<file path="src/core/uart_cmd_pkg.sv">
// Overview of operation
// RULE1 - Code 1001 drives request to send high
// RULE2 - Timeout mode restarts counter per received character
// RULE3 - Timeout entry: counter mode, stop, clear ready
// RULE4 - Either receiver's transfer restarts the shared counter
// RULE5 - Code 1011 points mode access at register zero
// RULE6 - Code 1100 returns start/stop control, nothing else
// RULE7 - Host stops counter after leaving timeout mode
// RULE8 - Code 1101 enables block error accumulation
// RULE9 - Block errors cleared only by receiver reset
// RULE10 - Host never issues codes 111x
// RULE11 - Fixed rates hold only from 3.6864MHz crystal
// RULE12 - Upper nibble picks receive clock, 1111 external 1X
// RULE13 - Lower nibble: 1110 external 16X, 1111 external 1X
// RULE14 - Rate set bit picks one of two rate sets
// RULE15 - Transmit disable clears flags, drains queued characters
// RULE16 - Disabled or draining transmitter refuses queue loads
// RULE17 - Transmit enable sets ready and empty flags
// RULE18 - Receive disable aborts character, keeps queue, status
// RULE19 - Wake-up mode keeps receiver running while disabled
// RULE20 - Receive enable forces start-bit search unless wake-up
// RULE21 - Host spaces upper-nibble commands three crystal edges
// RULE22 - Code 0010 resets and disables receiver, queue pointer
// RULE23 - One write acts on code and enable bits together
`default_nettype none
package uart_cmd_pkg;
	// ==========================================================
	// Register map (byte addresses)
	localparam logic [7:0] channel_command_addr = 8'h00;
	localparam logic [7:0] clock_select_addr = 8'h04;
	localparam logic [7:0] auxiliary_control_addr = 8'h08;
	localparam logic [7:0] channel_state_addr = 8'h0c;
	// ==========================================================
	// Reset values
	localparam logic [7:0] clock_select_reset = 8'h00;
	localparam logic [2:0] auxiliary_control_reset = 3'h0;
	// ==========================================================
	// Channel command fields
	localparam int command_code_lsb = 4;
	localparam int disable_tx_bit = 3;
	localparam int enable_tx_bit = 2;
	localparam int disable_rx_bit = 1;
	localparam int enable_rx_bit = 0;
	localparam logic [3:0] cmd_mode_pointer_one = 4'h1;
	localparam logic [3:0] cmd_reset_receiver = 4'h2;
	localparam logic [3:0] cmd_reset_transmitter = 4'h3;
	localparam logic [3:0] cmd_assert_rts = 4'h8;
	localparam logic [3:0] cmd_negate_rts = 4'h9;
	localparam logic [3:0] cmd_timeout_on = 4'ha;
	localparam logic [3:0] cmd_mode_pointer_zero = 4'hb;
	localparam logic [3:0] cmd_timeout_off = 4'hc;
	localparam logic [3:0] cmd_block_error = 4'hd;
	localparam logic [2:0] cmd_test_prefix = 3'h7;
	// ==========================================================
	// Clock select fields and codes
	localparam int rx_select_lsb = 4;
	localparam int tx_select_lsb = 0;
	localparam logic [3:0] sel_timer = 4'hd;
	localparam logic [3:0] sel_external_16x = 4'he;
	localparam logic [3:0] sel_external_1x = 4'hf;
	// ==========================================================
	// Auxiliary control fields
	localparam int rate_set_bit = 0;
	localparam int rate_group_bit = 1;
	localparam int wake_up_bit = 2;
	localparam int crystal_hz = 3686400;
	// ==========================================================
	// Mode register pointer values
	localparam logic [1:0] mode_register_zero = 2'h0;
	localparam logic [1:0] mode_register_one = 2'h1;
	localparam logic [1:0] mode_register_last = 2'h2;
	// ==========================================================
	// Types
	typedef enum logic [1:0]
	{
		src_baud_generator = 2'h0,
		src_timer = 2'h1,
		src_external_16x = 2'h2,
		src_external_1x = 2'h3
	} clock_source_type;
	typedef enum logic [2:0]
	{
		tx_off = 3'b001,
		tx_on = 3'b010,
		tx_drain = 3'b100
	} tx_state_type;
endpackage : uart_cmd_pkg
`default_nettype wire

</file>
<file path="src/core/uart_channel_command.sv">
// Added by the designer: the register offsets and the AXI4-Lite interface to the registers.
`default_nettype none
module uart_channel_command
(
	// Clock and reset
	input wire logic aclk,
	input wire logic aresetn,
	// AXI4-Lite write address
	input wire logic [7:0] s_axi_awaddr,
	input wire logic s_axi_awvalid,
	output logic s_axi_awready,
	// AXI4-Lite write data
	input wire logic [31:0] s_axi_wdata,
	input wire logic [3:0] s_axi_wstrb,
	input wire logic s_axi_wvalid,
	output logic s_axi_wready,
	// AXI4-Lite write response
	output logic [1:0] s_axi_bresp,
	output logic s_axi_bvalid,
	input wire logic s_axi_bready,
	// AXI4-Lite read address
	input wire logic [7:0] s_axi_araddr,
	input wire logic s_axi_arvalid,
	output logic s_axi_arready,
	// AXI4-Lite read data
	output logic [31:0] s_axi_rdata,
	output logic [1:0] s_axi_rresp,
	output logic s_axi_rvalid,
	input wire logic s_axi_rready,
	// Modem control
	output logic request_to_send_n,
	// Receiver side
	input wire logic rx_transfer,
	input wire logic other_rx_transfer,
	output logic rx_enabled,
	output logic rx_active,
	output logic rx_abort,
	output logic rx_hunt,
	output logic rx_reset,
	output logic block_error_mode,
	// Transmitter side
	input wire logic tx_busy,
	input wire logic tx_write_request,
	output logic tx_write_accept,
	output logic tx_reset,
	output logic transmit_ready_flag,
	output logic transmit_empty_flag,
	output logic tx_running,
	// Mode register access
	input wire logic mode_access,
	output logic [1:0] mode_register_pointer,
	// Counter/timer control
	output logic timeout_mode,
	output logic counter_restart,
	output logic counter_stop,
	output logic counter_ready_clear,
	// Bit clock selection
	output uart_cmd_pkg::clock_source_type rx_clock_source,
	output uart_cmd_pkg::clock_source_type tx_clock_source,
	output logic [3:0] rx_rate_code,
	output logic [3:0] tx_rate_code,
	output logic rate_set,
	output logic rate_group
);

	// ==========================================================
	// Bus slave
	logic [7:0] aw_addr;
	logic aw_held;
	logic [31:0] w_data;
	logic [3:0] w_strb;
	logic w_held;
	wire aw_take = s_axi_awvalid && s_axi_awready;
	wire w_take = s_axi_wvalid && s_axi_wready;
	wire write_fire = aw_held && w_held && !s_axi_bvalid;
	wire addr_cmd = aw_addr == uart_cmd_pkg::channel_command_addr;
	wire addr_csel = aw_addr == uart_cmd_pkg::clock_select_addr;
	wire addr_aux = aw_addr == uart_cmd_pkg::auxiliary_control_addr;
	wire addr_state = aw_addr == uart_cmd_pkg::channel_state_addr;
	wire write_known = addr_cmd || addr_csel || addr_aux || addr_state;
	wire cmd_write = write_fire && addr_cmd && w_strb[0];
	wire csel_write = write_fire && addr_csel && w_strb[0];
	wire aux_write = write_fire && addr_aux && w_strb[0];

	assign s_axi_awready = !aw_held;
	assign s_axi_wready = !w_held;

	always_ff @(posedge aclk)
	begin
		if (!aresetn)
		begin
			aw_held <= 1'b0;
			w_held <= 1'b0;
			aw_addr <= 8'h00;
			w_data <= 32'h0;
			w_strb <= 4'h0;
			s_axi_bvalid <= 1'b0;
			s_axi_bresp <= 2'h0;
		end
		else
		begin
			if (aw_take)
			begin
				aw_held <= 1'b1;
				aw_addr <= {s_axi_awaddr[7:2], 2'h0};
			end
			if (w_take)
			begin
				w_held <= 1'b1;
				w_data <= s_axi_wdata;
				w_strb <= s_axi_wstrb;
			end
			if (write_fire)
			begin
				aw_held <= 1'b0;
				w_held <= 1'b0;
				s_axi_bvalid <= 1'b1;
				s_axi_bresp <= write_known ? 2'h0 : 2'h2;
			end
			else if (s_axi_bvalid && s_axi_bready)
				s_axi_bvalid <= 1'b0;
		end
	end

	wire [7:0] rd_addr = {s_axi_araddr[7:2], 2'h0};
	wire rd_state = rd_addr == uart_cmd_pkg::channel_state_addr;
	wire rd_aux = rd_addr == uart_cmd_pkg::auxiliary_control_addr;
	wire rd_wo = rd_addr == uart_cmd_pkg::channel_command_addr
		|| rd_addr == uart_cmd_pkg::clock_select_addr;
	wire rd_known = rd_state || rd_aux || rd_wo;
	wire [31:0] state_word;
	wire [31:0] aux_word;
	wire [31:0] next_rdata = rd_state ? state_word
		: (rd_aux ? aux_word : 32'h0);

	assign s_axi_arready = !s_axi_rvalid;

	always_ff @(posedge aclk)
	begin
		if (!aresetn)
		begin
			s_axi_rvalid <= 1'b0;
			s_axi_rdata <= 32'h0;
			s_axi_rresp <= 2'h0;
		end
		else if (s_axi_arvalid && s_axi_arready)
		begin
			s_axi_rvalid <= 1'b1;
			s_axi_rdata <= next_rdata;
			s_axi_rresp <= rd_known ? 2'h0 : 2'h2;
		end
		else if (s_axi_rready)
			s_axi_rvalid <= 1'b0;
	end

	// ==========================================================
	// Command decode
	wire [3:0] code = w_data[uart_cmd_pkg::command_code_lsb +: 4];
	wire test_code = code[3:1] == uart_cmd_pkg::cmd_test_prefix; // RULE10
	wire do_cmd = cmd_write && !test_code; // RULE10
	wire do_rx_reset = do_cmd && code == uart_cmd_pkg::cmd_reset_receiver;
	wire do_tx_reset = do_cmd && code == uart_cmd_pkg::cmd_reset_transmitter;
	wire do_timeout_on = do_cmd && code == uart_cmd_pkg::cmd_timeout_on;
	wire do_timeout_off = do_cmd && code == uart_cmd_pkg::cmd_timeout_off;
	wire do_tx_disable = cmd_write
		&& w_data[uart_cmd_pkg::disable_tx_bit]; // RULE23
	wire do_tx_enable = cmd_write && w_data[uart_cmd_pkg::enable_tx_bit]
		&& !do_tx_disable; // RULE23
	wire do_rx_disable = cmd_write
		&& w_data[uart_cmd_pkg::disable_rx_bit]; // RULE23
	wire do_rx_enable = cmd_write && w_data[uart_cmd_pkg::enable_rx_bit]
		&& !do_rx_disable && !do_rx_reset; // RULE23

	// ==========================================================
	// Control state
	logic [2:0] aux;
	logic [7:0] clock_select;
	wire wake_up = aux[uart_cmd_pkg::wake_up_bit];

	assign rate_set = aux[uart_cmd_pkg::rate_set_bit]; // RULE14
	assign rate_group = aux[uart_cmd_pkg::rate_group_bit]; // RULE14
	assign aux_word = {29'h0, aux};

	always_ff @(posedge aclk)
	begin
		if (!aresetn)
		begin
			aux <= uart_cmd_pkg::auxiliary_control_reset;
			clock_select <= uart_cmd_pkg::clock_select_reset;
			request_to_send_n <= 1'b1;
			timeout_mode <= 1'b0;
			block_error_mode <= 1'b0;
			mode_register_pointer <= uart_cmd_pkg::mode_register_one;
		end
		else
		begin
			if (aux_write)
				aux <= w_data[2:0];
			if (csel_write)
				clock_select <= w_data[7:0];
			if (do_cmd && code == uart_cmd_pkg::cmd_assert_rts)
				request_to_send_n <= 1'b0;
			else if (do_cmd && code == uart_cmd_pkg::cmd_negate_rts)
				request_to_send_n <= 1'b1; // RULE1
			if (do_timeout_on)
				timeout_mode <= 1'b1; // RULE3
			else if (do_timeout_off)
				timeout_mode <= 1'b0; // RULE6
			if (do_rx_reset)
				block_error_mode <= 1'b0; // RULE9
			else if (do_cmd && code == uart_cmd_pkg::cmd_block_error)
				block_error_mode <= 1'b1; // RULE8
			if (do_cmd && code == uart_cmd_pkg::cmd_mode_pointer_zero)
				mode_register_pointer <=
					uart_cmd_pkg::mode_register_zero; // RULE5
			else if (do_cmd && code == uart_cmd_pkg::cmd_mode_pointer_one)
				mode_register_pointer <= uart_cmd_pkg::mode_register_one;
			else if (mode_access && mode_register_pointer
				!= uart_cmd_pkg::mode_register_last)
				mode_register_pointer <= mode_register_pointer + 2'h1;
		end
	end

	// ==========================================================
	// Counter/timer control pulses
	always_ff @(posedge aclk)
	begin
		if (!aresetn)
		begin
			counter_stop <= 1'b0;
			counter_ready_clear <= 1'b0;
			counter_restart <= 1'b0;
		end
		else
		begin
			counter_stop <= do_timeout_on; // RULE3
			counter_ready_clear <= do_timeout_on; // RULE3
			counter_restart <= timeout_mode && !do_timeout_off
				&& (rx_transfer || other_rx_transfer); // RULE2 RULE4
		end
	end

	// ==========================================================
	// Receiver control
	always_ff @(posedge aclk)
	begin
		if (!aresetn)
		begin
			rx_enabled <= 1'b0;
			rx_abort <= 1'b0;
			rx_hunt <= 1'b0;
			rx_reset <= 1'b0;
		end
		else
		begin
			rx_reset <= do_rx_reset; // RULE22
			rx_abort <= do_rx_disable && rx_enabled && !wake_up; // RULE18
			rx_hunt <= do_rx_enable && !wake_up; // RULE20
			if (do_rx_reset || do_rx_disable)
				rx_enabled <= 1'b0; // RULE18 RULE22
			else if (do_rx_enable)
				rx_enabled <= 1'b1; // RULE20
		end
	end

	assign rx_active = rx_enabled || wake_up; // RULE19

	// ==========================================================
	// Transmitter control
	uart_cmd_pkg::tx_state_type tx_state;
	uart_cmd_pkg::tx_state_type next_tx_state;

	always_comb
	begin
		next_tx_state = tx_state;
		unique case (tx_state)
			uart_cmd_pkg::tx_off:
				if (do_tx_enable)
					next_tx_state = uart_cmd_pkg::tx_on;
			uart_cmd_pkg::tx_on:
				if (do_tx_disable)
					next_tx_state = tx_busy ? uart_cmd_pkg::tx_drain
						: uart_cmd_pkg::tx_off; // RULE15
			uart_cmd_pkg::tx_drain:
				if (do_tx_enable)
					next_tx_state = uart_cmd_pkg::tx_on;
				else if (!tx_busy)
					next_tx_state = uart_cmd_pkg::tx_off; // RULE15
			default:
				next_tx_state = uart_cmd_pkg::tx_off;
		endcase
		if (do_tx_reset)
			next_tx_state = uart_cmd_pkg::tx_off;
	end

	assign tx_write_accept = tx_write_request
		&& tx_state == uart_cmd_pkg::tx_on && transmit_ready_flag; // RULE16
	assign tx_running = tx_state != uart_cmd_pkg::tx_off;

	always_ff @(posedge aclk)
	begin
		if (!aresetn)
		begin
			tx_state <= uart_cmd_pkg::tx_off;
			transmit_ready_flag <= 1'b0;
			transmit_empty_flag <= 1'b0;
			tx_reset <= 1'b0;
		end
		else
		begin
			tx_state <= next_tx_state;
			tx_reset <= do_tx_reset;
			if (do_tx_disable || do_tx_reset)
			begin
				transmit_ready_flag <= 1'b0; // RULE15
				transmit_empty_flag <= 1'b0; // RULE15
			end
			else if (do_tx_enable)
			begin
				transmit_ready_flag <= 1'b1; // RULE17
				transmit_empty_flag <= 1'b1; // RULE17
			end
			else if (tx_write_accept)
				transmit_empty_flag <= 1'b0;
		end
	end

	// ==========================================================
	// Bit clock selection
	function automatic uart_cmd_pkg::clock_source_type source_of
	(
		input logic [3:0] sel
	);
		if (sel == uart_cmd_pkg::sel_external_1x)
			source_of = uart_cmd_pkg::src_external_1x;
		else if (sel == uart_cmd_pkg::sel_external_16x)
			source_of = uart_cmd_pkg::src_external_16x;
		else if (sel == uart_cmd_pkg::sel_timer)
			source_of = uart_cmd_pkg::src_timer;
		else
			source_of = uart_cmd_pkg::src_baud_generator;
	endfunction : source_of

	assign rx_rate_code = clock_select[uart_cmd_pkg::rx_select_lsb +: 4];
	assign tx_rate_code = clock_select[uart_cmd_pkg::tx_select_lsb +: 4];
	// Fixed rates assume the crystal_hz reference clock
	assign rx_clock_source = source_of(rx_rate_code); // RULE11 RULE12
	assign tx_clock_source = source_of(tx_rate_code); // RULE13 RULE14

	assign state_word = {19'h0, rate_group, rate_set, block_error_mode,
		timeout_mode, mode_register_pointer, request_to_send_n,
		tx_state == uart_cmd_pkg::tx_drain, tx_running, rx_active,
		rx_enabled, transmit_empty_flag, transmit_ready_flag};
endmodule : uart_channel_command
`default_nettype wire

</file>
<file path="config.mk">
export PLATFORM = sky130hd
export DESIGN_NAME = uart_channel_command
export DESIGN_NICKNAME = d
export VERILOG_FILES = /design/src/core/uart_cmd_pkg.sv /design/src/core/uart_channel_command.sv
export SDC_FILE = /design/constraint.sdc
export NUM_CORES = 1
export LEC_CHECK = 0
export BUFFER_PORTS_ARGS = -buffer_cell sky130_fd_sc_hd__buf_4
export CAP_MARGIN = 20
export CELL_PAD_IN_SITES_DETAIL_PLACEMENT = 2
export CELL_PAD_IN_SITES_GLOBAL_PLACEMENT = 2
export CORE_ASPECT_RATIO = 1.25
export CORE_MARGIN = 4
export CORE_UTILIZATION = 28
export DETAILED_ROUTE_END_ITERATION = 10
export GPL_ROUTABILITY_DRIVEN = 0
export HOLD_SLACK_MARGIN = 0.1
export PLACE_DENSITY_LB_ADDON = 0.1
export SYNTH_ARGS = -nofsm -noshare
export SYNTH_HDL_FRONTEND = slang
export SYNTH_SLANG_ARGS = --single-unit
</file>
<file path="constraint.sdc">
create_clock -name aclk -period 3.2 [get_ports aclk]
set_input_delay 0.64 -clock aclk [delete_from_list [all_inputs] [get_ports aclk]]
set_output_delay 0.64 -clock aclk [all_outputs]
set_load 0.05 [all_outputs]
</file>
==> key figures, run 1 <==
Die
  • Die height: 120 µm
  • Die area: 11800 µm²
  • Core Area: 9760 µm²
  • Starting Density: 29.0%
  • Ports: 137
  • Die X: 97.9 µm
  • Row count: 40

Worst setup path
  • CP endpoint kind: output port
  • Worst Path Required: 2.56 ns
  • CP max stage cell: nor3b_1
  • Crit path kind: flip-flop to output port
  • CP startpoint kind: flip-flop
  • Flop2flop setup slack: 1.06 ns
  • CP delay by family, top: simple AND/OR/NAND/NOR gates
  • Crit path DAT: 1.72 ns
  • CP peak stage delay: 0.55 ns
  • Crit path buf inv count: 2
  • Crit-path cells: nor3b_1 > nand3_1 > inv_1 > buf_4
  • Critical path peak fanout: 5

Logic synthesis
  • Mux contribution to synthesized area: 7.22%
  • Post-Synth XOR/XNOR Area: 0.930%
  • Simple-gate share of the synthesized area: 23.9%
  • Synthesized area per cell: 9.36 µm²
  • Compound-gate portion of the synthesized area: 13.5%
  • Share of flip-flops with an asynchronous set or reset: 0%
  • Largest family of logic cells by synthesized area: simple AND/OR/NAND/NOR gates
  • Synth Area in Adders: 0.443%
  • Ys Warns: 0
  • EDFF count, synth: 0
  • Main flop type after synthesis: dfxtp_1
  • Post-synthesis sequential area ratio: 43.9%
  • Cell variety after synth: 51
  • Cell Area, Synth: 2830 µm²
  • #FFs+latches synth: 62
  • Synth Instances: 302

Finish
  • Layout fillers: 1102
  • Fraction of layout cells with a size suffix above 1: 29.9%
  • Most frequent cells in the layout: 86 x buf_4, 62 x dfxtp_1, 35 x nor2b_1, 28 x nand2_1, 21 x conb_1
  • Nets@finish: 444
  • Commonest non-fill, non-tap cell in the layout: buf_4
  • Finished Layout Cells: 510
  • Multi-input gate area: 1390 µm²
  • ANT cells: 0
  • Register area: 1240 µm²
  • P&R area growth vs syn: 34.5%

Placed design
  • Final HPWL from detailed placement: 6.12 mm
  • IO Port Bufs: 84
  • Placed insts: 494

STA
  • Final setup skew: 0.00489 ns
  • RSZ-0062 raised after global routing: no
  • Min cycle time layout: 2.36 ns
  • Setup_tns: 0 ns
  • Slew Limit Headroom: 51.1%
  • Worst Max-Slew Pin Slew: 0.732 ns
  • Setup Viol. Count Final: 0
  • Fin. max-slew vios: 0
  • Hold Vio Cnt, Final: 0
  • FMAX: 424 MHz
  • Final period utilization: 73.7%

Worst hold path
  • Worst hold path class: flip-flop to flip-flop

Detailed routing
  • Drt wl/cell: 16.5 µm
  • Number of remaining DRC errors: 0
  • Routed Antenna Nets: 0
  • Drt initial violations: 51
  • Post-Route WL: 8.41 mm
  • Mean number of vias per cell: 4.68
  • Pre-antenna DRT Iters: 4
  • Vias after detailed routing: 2389

Global routing
  • Initial antenna violation count: 0
  • GR Overflow Total: 0
  • Largest net degree at the start of global routing: 57
  • GRT Resource Usage Total: 14.4%
  • Global-route wire length before repair: 13.5 mm
  • Vias in the first global route: 2607

CTS
  • H-tree depth: 3
  • Reg clk slew, reported paths: 0.05 ns
  • Clock net sink count: 62
  • CTS tree: yes
  • Skew-Pair Late Insertion Delay: 0.33 ns
  • Clock Path Buffers: 2
  • Post-cts sizing count: 0
  • Hold_buf cts: 0
  • Clk root buf: clkbuf_16
  • Post-CTS setup buffers: 0
  • Num CTS Buffers: 9

Run status
  • Status: completed

Job
  • Max_cap viols: 0

Pwr
  • Worst VDD drop: 0.235 mV
  • Pwr per Cell Area: 563 nW/µm²
  • Leakage power total: 0.00159 µW
[metal layers]
metal / share of wire (%) / routed length, µm / track usage [%]
met5: 0 / 0 / 0
met2: 52 / 4350 / 25.8
met1: 42 / 3550 / 16.6
met4: 1.9 / 159 / 6.06
met3: 4.2 / 350 / 2.77
[worst reg2reg max path, delay by kind of cell, from the launching register on]
kind	cells	cell delay, ns
compound gates	2	0.38
flops	1	0.31
simple gates	2	1.32
[logic make-up after synthesis]
group,after synthesis
AO/OA/AOI/OAI,49
XOR/XNOR,3
adder cells (fa/ha/maj),1
buffers and inverters,50
flip-flops,62
multiplexers,20
other,1
AND/OR/NAND/NOR,116
[path summary, 6_finish.rpt]
path	cells past startpoint	start	endpoint
max reg2reg	4	aw_addr[4]$_SDFFE_PN0P_	tx_state[2]$_SDFFE_PP0P_
max	4	tx_state[1]$_SDFFE_PP0P_	tx_write_accept
min reg2reg	2	s_axi_rdata[3]$_SDFFE_PN0P_	s_axi_rdata[3]$_SDFFE_PN0P_
min	2	s_axi_rdata[3]$_SDFFE_PN0P_	s_axi_rdata[3]$_SDFFE_PN0P_
[cells in the mapped netlist, drive strengths merged, types with 6 or more instances]
cell	n	area share, %
o21ai	6	1.1
inv	10	1.3
and3	6	1.3
mux2i	17	6.0
buf	26	6.8
clkbuf	14	1.9
nor3	6	1.2
nand2	28	3.7
a22oi	13	3.5
nor2b	35	7.7
nor2	14	1.9
dfxtp	62	44
a21boi	10	2.7
[layout make-up]
type	instances	share of cell area, %
multi-input cells	210	36.4
inverters	10	0.987
flip-flops and latches	62	32.6
well taps	126	4.15
clock inverters	3	1.71
clock buffers	13	7.11
repair buffers	86	17.0
[state kept, by name, summed over array words and instances (netlist names), 2 cells and up]
name and flops:
aux 3, tx_state 3, w_data 8, aw_addr 6, s_axi_rdata 13, clock_select 8, mode_register_pointer 2
[report_power, final]
| group | switching (µW) | internal (µW) | total, µW |
|---|---|---|---|
| clock | 346 | 744 | 1090 |
| combinational | 156 | 72.9 | 229 |
| sequential | 28.2 | 793 | 821 |
[metrics by stage]
stage / total power, µW / setup WS, ns / area [µm²] / hold slack [ns] / util, %
after floorplan: 1010 / 1.23 / 2900 / 0.444 / -
after global placement: 1060 / 1.11 / 3470 / 0.454 / 35.5
after detailed placement: 1070 / 1.09 / 3470 / 0.463 / 35.5
after CTS: 2170 / 0.791 / 3800 / 0.471 / 39.0
after global routing: 2230 / 0.677 / 3800 / 0.521 / 39.0
final: 2140 / 0.842 / 3800 / 0.463 / 39.0
Note: power is estimated with default switching activity, not from simulation.
==> run 2: changes to the inputs <==
Settings changed: CORE_UTILIZATION 28 to 26.
Clock period 3.2 ns to 2.3 ns, I/O delays scaled along.
==> run 2 against run 1 <==
  * Clock-buffer cell count down 1
  * Critical endpoint is now timeout_mode$_SDFFE_PN0P_
  * Power up 37%
  * First-iteration DRC count up 5.9%
  * Clock skew up 0.0038 ns
  * Die area up 7.1%
  * Critical path depth unchanged
  * Sequential cell count unchanged
  * Register-to-register slack worse by 0.82 ns
  * Worst hold slack worse by 0.086 ns
  * Via count up 1.2%
==> key figures, run 2 (same netlist as run 1, synthesis figures left out) <==
Pwr
  • Clock power share: 49.7% (-1.3 points)
  • Pwr per Cell Area: 762 nW/µm² (+35%)
  • Seq pwr share: 39.0% (+0.6 points)
  • Leakage power total: 0.00162 µW (+1.4%)
  • Net switching power of the design: 738 µW (+39%)
  • Pwr Total: 2920 µW (+37%)
  • Combinational share of power: 11.3% (+0.6 points)
  • Switching Share: 25.2% (+0.47 points)
  • P_int: 2190 µW (+36%)
  • Worst VDD drop: 0.348 mV (+48%)

Detailed routing
  • Post-Route WL: 8.29 mm (-1.4%)
  • Vias after detailed routing: 2418 (+1.2%)
  • Routed Antenna Nets: 0 (unchanged)
  • Drt wl/cell: 15.9 µm (-3.7%)
  • Pre-antenna DRT Iters: 4 (unchanged)
  • Mean number of vias per cell: 4.63 (-1.1%)
  • Number of remaining DRC errors: 0 (unchanged)
  • Drt initial violations: 54 (+5.9%)

STA
  • Fin. max-slew vios: 0 (unchanged)
  • Slew Limit Headroom: 53.8% (+2.7 points)
  • FMAX: 486 MHz
  • Final setup skew: 0.00866 ns (+0.00377 ns)
  • Hold Vio Cnt, Final: 0 (unchanged)
  • Worst Max-Slew Pin Slew: 0.691 ns (-0.0408 ns)
  • RSZ-0062 raised after global routing: no
  • Setup_tns: 0 ns (unchanged)
  • Min cycle time layout: 2.06 ns
  • Final period utilization: 89.4%
  • Setup Viol. Count Final: 0 (unchanged)

Worst setup path
  • Crit-path cells: or4_1 > or4_4 > nor4_4 > nor3_1
  • CP startpoint kind: flip-flop
  • Crit path DAT: 2.26 ns (+0.54 ns)
  • Critical path peak fanout: 7 (+2)
  • Worst Path Required: 2.50 ns (-0.06 ns)
  • Depth of the most critical reg-to-reg path: 4 (unchanged)
  • Crit path kind: flip-flop to flip-flop
  • CP max stage cell: or4_1
  • CP endpoint kind: flip-flop
  • Flop2flop setup slack: 0.24 ns (-0.82 ns)
  • CP peak stage delay: 0.63 ns (+0.08 ns)

CTS
  • Clock net sink count: 62 (unchanged)
  • Reg clk slew, reported paths: 0.05 ns (about the same)
  • Skew-Pair Late Insertion Delay: 0.33 ns (about the same)
  • H-tree depth: 3 (unchanged)
  • Hold_buf cts: 0 (unchanged)
  • Num CTS Buffers: 9 (unchanged)
  • Post-CTS setup buffers: 0 (unchanged)
  • Clock Path Buffers: 2 (unchanged)
  • Post-cts sizing count: 0 (unchanged)
  • CTS tree: yes
  • Clk root buf: clkbuf_16

Worst hold path
  • Worst hold path class: primary input to flip-flop
  • Hold Crit Depth: 2 (unchanged)

Run status
  • Status: completed

Finish
  • Reg with most FFs: s_axi_rdata
  • Biggest regs: s_axi_rdata: 13 flops, clock_select: 8 flops, w_data: 8 flops
  • Max reg flops: 13 (unchanged)
  • Commonest non-fill, non-tap cell in the layout: buf_4
  • P&R area growth vs syn: 35.7%
  • Most frequent cells in the layout: 92 x buf_4, 62 x dfxtp_1, 35 x nor2b_1, 28 x nand2_1, 21 x conb_1
  • Fraction of layout cells with a size suffix above 1: 30.8% (+0.82 points)
  • Nets@finish: 450 (+1.4%)
  • ANT cells: 0 (unchanged)

Global routing
  • Initial antenna violation count: 0 (unchanged)
  • Global-route wire length before repair: 13.5 mm (about the same)
  • GR Overflow Total: 0 (unchanged)
  • GRT Resource Usage Total: 13.7% (-0.69 points)
  • Vias in the first global route: 2610 (+0.12%)
  • Largest net degree at the start of global routing: 37 (-35%)

Placed design
  • IO Port Bufs: 84 (unchanged)
  • Final HPWL from detailed placement: 6.17 mm (+0.88%)

Die
  • Row count: 42 (+5.0%)
  • Die X: 101 µm (+3.5%)
  • Starting Density: 26.6% (-2.3 points)
  • Die height: 125 µm (+3.5%)
  • Die area: 12600 µm² (+7.1%)
  • Ports: 137 (unchanged)
  • Core Area: 10600 µm² (+8.8%)

Job
  • Max_cap viols: 0 (unchanged)
-- run 2: cell type report --
cell class | instances | area (µm²)
clock buffer | 12 | 246
clock inverter | 4 | 70.1
sequential | 62 | 1240
tap | 132 | 165
inverter | 10 | 37.5
multi-input combinational | 210 | 1390
timing repair buffer | 92 | 691
fill | 1212 | 6780
-- run 2: worst max-delay path, delay by kind of cell (launching register included) --
kind	cells	cell delay [ns]
and+or+nand+nor	4	1.63
DFF	1	0.31
-- run 2: worst paths after layout --
path	from	end
max reg2reg	aw_addr[4]$_SDFFE_PN0P_	timeout_mode$_SDFFE_PN0P_
max	aw_addr[4]$_SDFFE_PN0P_	timeout_mode$_SDFFE_PN0P_
min reg2reg	s_axi_rdata[3]$_SDFFE_PN0P_	s_axi_rdata[3]$_SDFFE_PN0P_
min	s_axi_arvalid	s_axi_rvalid$_SDFFE_PN0P_
-- run 2: metrics by stage --
| step | setup WS [ns] | std cells | util (%) | hold slack, ns | area [µm²] |
|---|---|---|---|---|---|
| detailed placement | 0.232 | 506 | 33.2 | 0.467 | 3520 |
| global route | 0.119 | 522 | 36.1 | 0.386 | 3840 |
| CTS | 0.206 | 522 | 36.1 | 0.366 | 3840 |
| floorplan | 0.334 | 322 | - | 0.444 | 2900 |
| global placement | 0.248 | 506 | 33.2 | 0.453 | 3520 |
| finish | 0.244 | 522 | 36.1 | 0.376 | 3840 |
-- run 2: power by group through the flow --
stage | sequential (µW) | combinational, µW | clock (µW)
floorplan | 1180 | 235 | 0
global placement | 1160 | 330 | 0
finish | 1140 | 329 | 1450
global route | 1150 | 359 | 1560
CTS | 1140 | 336 | 1500
detailed placement | 1160 | 334 | 0
-- run 2: routing by layer --
layer  vias to the layer above  track usage [%]  part of all wire, %
met5                         -                0                    0
met4                         0             5.16                  1.6
met3                         9             3.31                  5.1
met2                        60             23.6                   52
met1                      1186             16.2                   41
li1                       1163                -                    -
==> run 3: changes to the inputs <==
Settings changed: ABC_AREA from default to 1, CORE_UTILIZATION 26 to 24.
==> run 3 against run 2 <==
  * Clock-buffer cell count increased by 3
  * Synthesized cell count increased by 25%
  * Highest routed layer unchanged
  * Critical path depth increased by 4
  * Largest cell class is now sequential cells
  * Largest power group unchanged
==> key figures, run 3 <==
STA
  • FMAX: 610 MHz (+25%)
  • Min cycle time layout: 1.64 ns (-0.416 ns)
  • RSZ-0062 raised after global routing: no
  • Final setup skew: 0.00560 ns (-0.00306 ns)
  • Fin. max-slew vios: 0 (unchanged)
  • Setup_tns: 0 ns (unchanged)
  • WHS: 0.352 ns (-0.0239 ns)
  • Hold Vio Cnt, Final: 0 (unchanged)
  • Final period utilization: 71.3% (-18 points)
  • Setup Viol. Count Final: 0 (unchanged)

Detailed routing
  • Drt wl/cell: 14.6 µm (-8.0%)
  • Pre-antenna DRT Iters: 4 (unchanged)
  • Post-Route WL: 8.86 mm (+6.8%)
  • Routed Antenna Nets: 0 (unchanged)
  • Drt initial violations: 53 (-1.9%)
  • Number of remaining DRC errors: 0 (unchanged)
  • Mean number of vias per cell: 4.46 (-3.7%)
  • Vias after detailed routing: 2704 (+12%)

Global routing
  • Initial antenna violation count: 0 (unchanged)
  • GR Overflow Total: 0 (unchanged)
  • Vias in the first global route: 2879 (+10%)
  • Largest net degree at the start of global routing: 30 (-19%)
  • GRT Resource Usage Total: 13.5% (-0.20 points)
  • Global-route wire length before repair: 14.5 mm (+7.0%)

CTS
  • Num CTS Buffers: 9 (unchanged)
  • Skew-Pair Late Insertion Delay: 0.33 ns (about the same)
  • Clk root buf: clkbuf_16
  • Clock net sink count: 62 (unchanged)
  • Post-CTS setup buffers: 0 (unchanged)
  • Reg clk slew, reported paths: 0.05 ns (about the same)
  • Clock Path Buffers: 2 (unchanged)
  • Post-cts sizing count: 0 (unchanged)
  • Hold_buf cts: 0 (unchanged)
  • CTS tree: yes
  • H-tree depth: 3 (unchanged)

Logic synthesis
  • Share of flip-flops with an asynchronous set or reset: 0% (unchanged)
  • Cell variety after synth: 29 (-43%)
  • #FFs+latches synth: 62 (unchanged)
  • Commonest cells in the synthesized netlist: 62 x dfxtp_1, 59 x nor2_1, 51 x inv_1
  • Largest area contributor in the netlist: dfxtp_1
  • Synth Instances: 379 (+25%)
  • Main flop type after synthesis: dfxtp_1
  • Ys Warns: 0 (unchanged)
  • Simple-gate share of the synthesized area: 24.5% (+0.62 points)
  • Synth Area in Adders: 0.447% (+0.0040 points)
  • Mux contribution to synthesized area: 0% (-7.2 points)
  • Largest family of logic cells by synthesized area: simple AND/OR/NAND/NOR gates
  • Post-synthesis sequential area ratio: 44.3% (+0.39 points)
  • Most frequent cell after synthesis: dfxtp_1
  • Cell Area, Synth: 2800 µm² (-0.89%)
  • Synth top area cells: dfxtp_1 44%, nor2_1 7.9%, o21ai_0 7.3%
  • EDFF count, synth: 0 (unchanged)
  • Compound-gate portion of the synthesized area: 15.4% (+1.9 points)
  • Post-Synth XOR/XNOR Area: 0.313% (-0.62 points)
  • Synthesized area per cell: 7.39 µm² (-21%)
  • Synth top area share: 44.3% (+0.39 points)

Die
  • Die area: 13500 µm² (+6.8%)
  • Die X: 105 µm (+3.3%)
  • Ports: 137 (unchanged)
  • Core Area: 11200 µm² (+5.9%)
  • Die height: 129 µm (+3.4%)
  • Starting Density: 24.9% (-1.7 points)
  • Row count: 43 (+2.4%)

Worst setup path
  • Most used cell, CP: nand2_1
  • Crit path DAT: 1.85 ns (-0.41 ns)
  • Setup crit start: aw_addr[4]$_SDFFE_PN0P_
  • Crit path to: mode_register_pointer[0]$_SDFFE_PN1P_
  • CP endpoint kind: flip-flop
  • Flop2flop setup slack: 0.66 ns (+0.42 ns)
  • Depth of the most critical reg-to-reg path: 8 (+4)
  • Reg2reg start: aw_addr[4]$_SDFFE_PN0P_
  • Crit-path cells: nor2_1 > nand2_1 > nor2_4 > nand2_2 > clkinv_2 > nand3_2 > o21ai_1 > nand2_1
  • Worst path depth: 8 (+4)
  • CP max stage cell: nor2_4
  • Critical path peak fanout: 11 (+4)
  • CP peak stage delay: 0.33 ns (-0.30 ns)
  • Crit path buf inv count: 1 (+1)
  • CP startpoint kind: flip-flop
  • CP delay by family, top: simple AND/OR/NAND/NOR gates
  • Crit path kind: flip-flop to flip-flop
  • Worst Path Required: 2.51 ns (about the same)
  • R2r endpoint: mode_register_pointer[0]$_SDFFE_PN1P_

Placed design
  • Final HPWL from detailed placement: 6.82 mm (+10%)
  • IO Port Bufs: 84 (unchanged)

Finish
  • Multi-input gate area: 1220 µm² (-12%)
  • Commonest non-fill, non-tap cell in the layout: buf_4
  • Biggest regs: s_axi_rdata: 13 flops, clock_select: 8 flops, w_data: 8 flops
  • ANT cells: 0 (unchanged)
  • Fraction of layout cells with a size suffix above 1: 24.4% (-6.4 points)
  • Most frequent cells in the layout: 88 x buf_4, 62 x dfxtp_1, 59 x nor2_1, 51 x inv_1, 45 x nand2_1
  • Register area: 1240 µm² (unchanged)
  • Max reg flops: 13 (unchanged)
  • Layout fillers: 1376 (+14%)
  • P&R area growth vs syn: 33.8%
  • Reg with most FFs: s_axi_rdata
  • Nets@finish: 531 (+18%)

Run status
  • Status: completed

Worst hold path
  • Hold Crit Depth: 3 (+1)
  • Worst hold path class: primary input to flip-flop

Job
  • Max_cap viols: 0 (unchanged)

Pwr
  • Worst VDD drop: 0.272 mV (-22%)
  • Leakage power total: 0.00171 µW (+6.0%)
  • Pwr per Cell Area: 753 nW/µm² (-1.2%)
==> run 3: changes by cell type after synthesis, sizes merged, moves of 8 or more <==
cell,delta
nor2b,-35
a22oi,-13
nor2,+47
o21ai,+44
mux2i,-17
a21oi,+31
inv,+41
nand2,+20
a21boi,-10
clkbuf,-8
nand3,+15
==> run 3: cells by family after synthesis <==
family | after synthesis
and+or+nand+nor | 145
xor gates and xnor gates | 1
buffers and inverters | 84
DFF | 62
AOI/OAI and AO/OA | 85
other | 1
adders and majority gates | 1
==> run 3: worst min path at each step <==
stage	startpoint	to	slack, ns
3_3_place_gp	aux[2]$_SDFFE_PN0P_	rx_abort$_SDFF_PN0_	0.43
2_1_floorplan	aux[2]$_SDFFE_PN0P_	rx_abort$_SDFF_PN0_	0.42
6_report	rx_transfer	counter_restart$_SDFF_PN0_	0.35
5_1_grt	s_axi_awaddr[4]	aw_addr[4]$_SDFFE_PN0P_	0.35
3_5_place_dp	aux[2]$_SDFFE_PN0P_	rx_abort$_SDFF_PN0_	0.43
4_1_cts	rx_transfer	counter_restart$_SDFF_PN0_	0.34
==> run 3: report_power, final <==
part	total, µW	internal (µW)	switching [µW]
Clock	1220	758	457
Combinational	446	122	324
Sequential	1160	1120	39.0
==> run 3: area by class of cell <==
type | instances | area share (%)
sequential | 62 | 33.1
tap | 135 | 4.51
multi-input combinational | 253 | 32.5
inverter | 52 | 5.24
timing repair buffer | 88 | 17.6
clock buffer | 15 | 6.88
clock inverter | 1 | 0.134
==> run 3: worst min-delay path, cell delays in order <==
cell and delay (ns):
buf_4 0.08, nor2_1 0.03, nor2_1 0.08
==> run 3: per-stage QoR <==
stage	area (µm²)	power [µW]	util (%)	setup WS [ns]	instances
final	3750	2820	33.3	0.660	606
after global placement	3490	1630	31.0	0.666	590
after CTS	3750	2880	33.3	0.609	606
after floorplan	2880	1520	-	0.411	399
after detailed placement	3490	1640	31.0	0.629	590
after global routing	3750	2970	33.3	0.496	606
==> run 3: metal layers <==
layer / vias up / global-route usage (%) / share of wire, %
met5: - / 0 / 0
met4: 0 / 6.02 / 1.9
met3: 12 / 3.76 / 5.5
met2: 74 / 23.3 / 50
met1: 1269 / 15.7 / 43
li1: 1349 / - / -
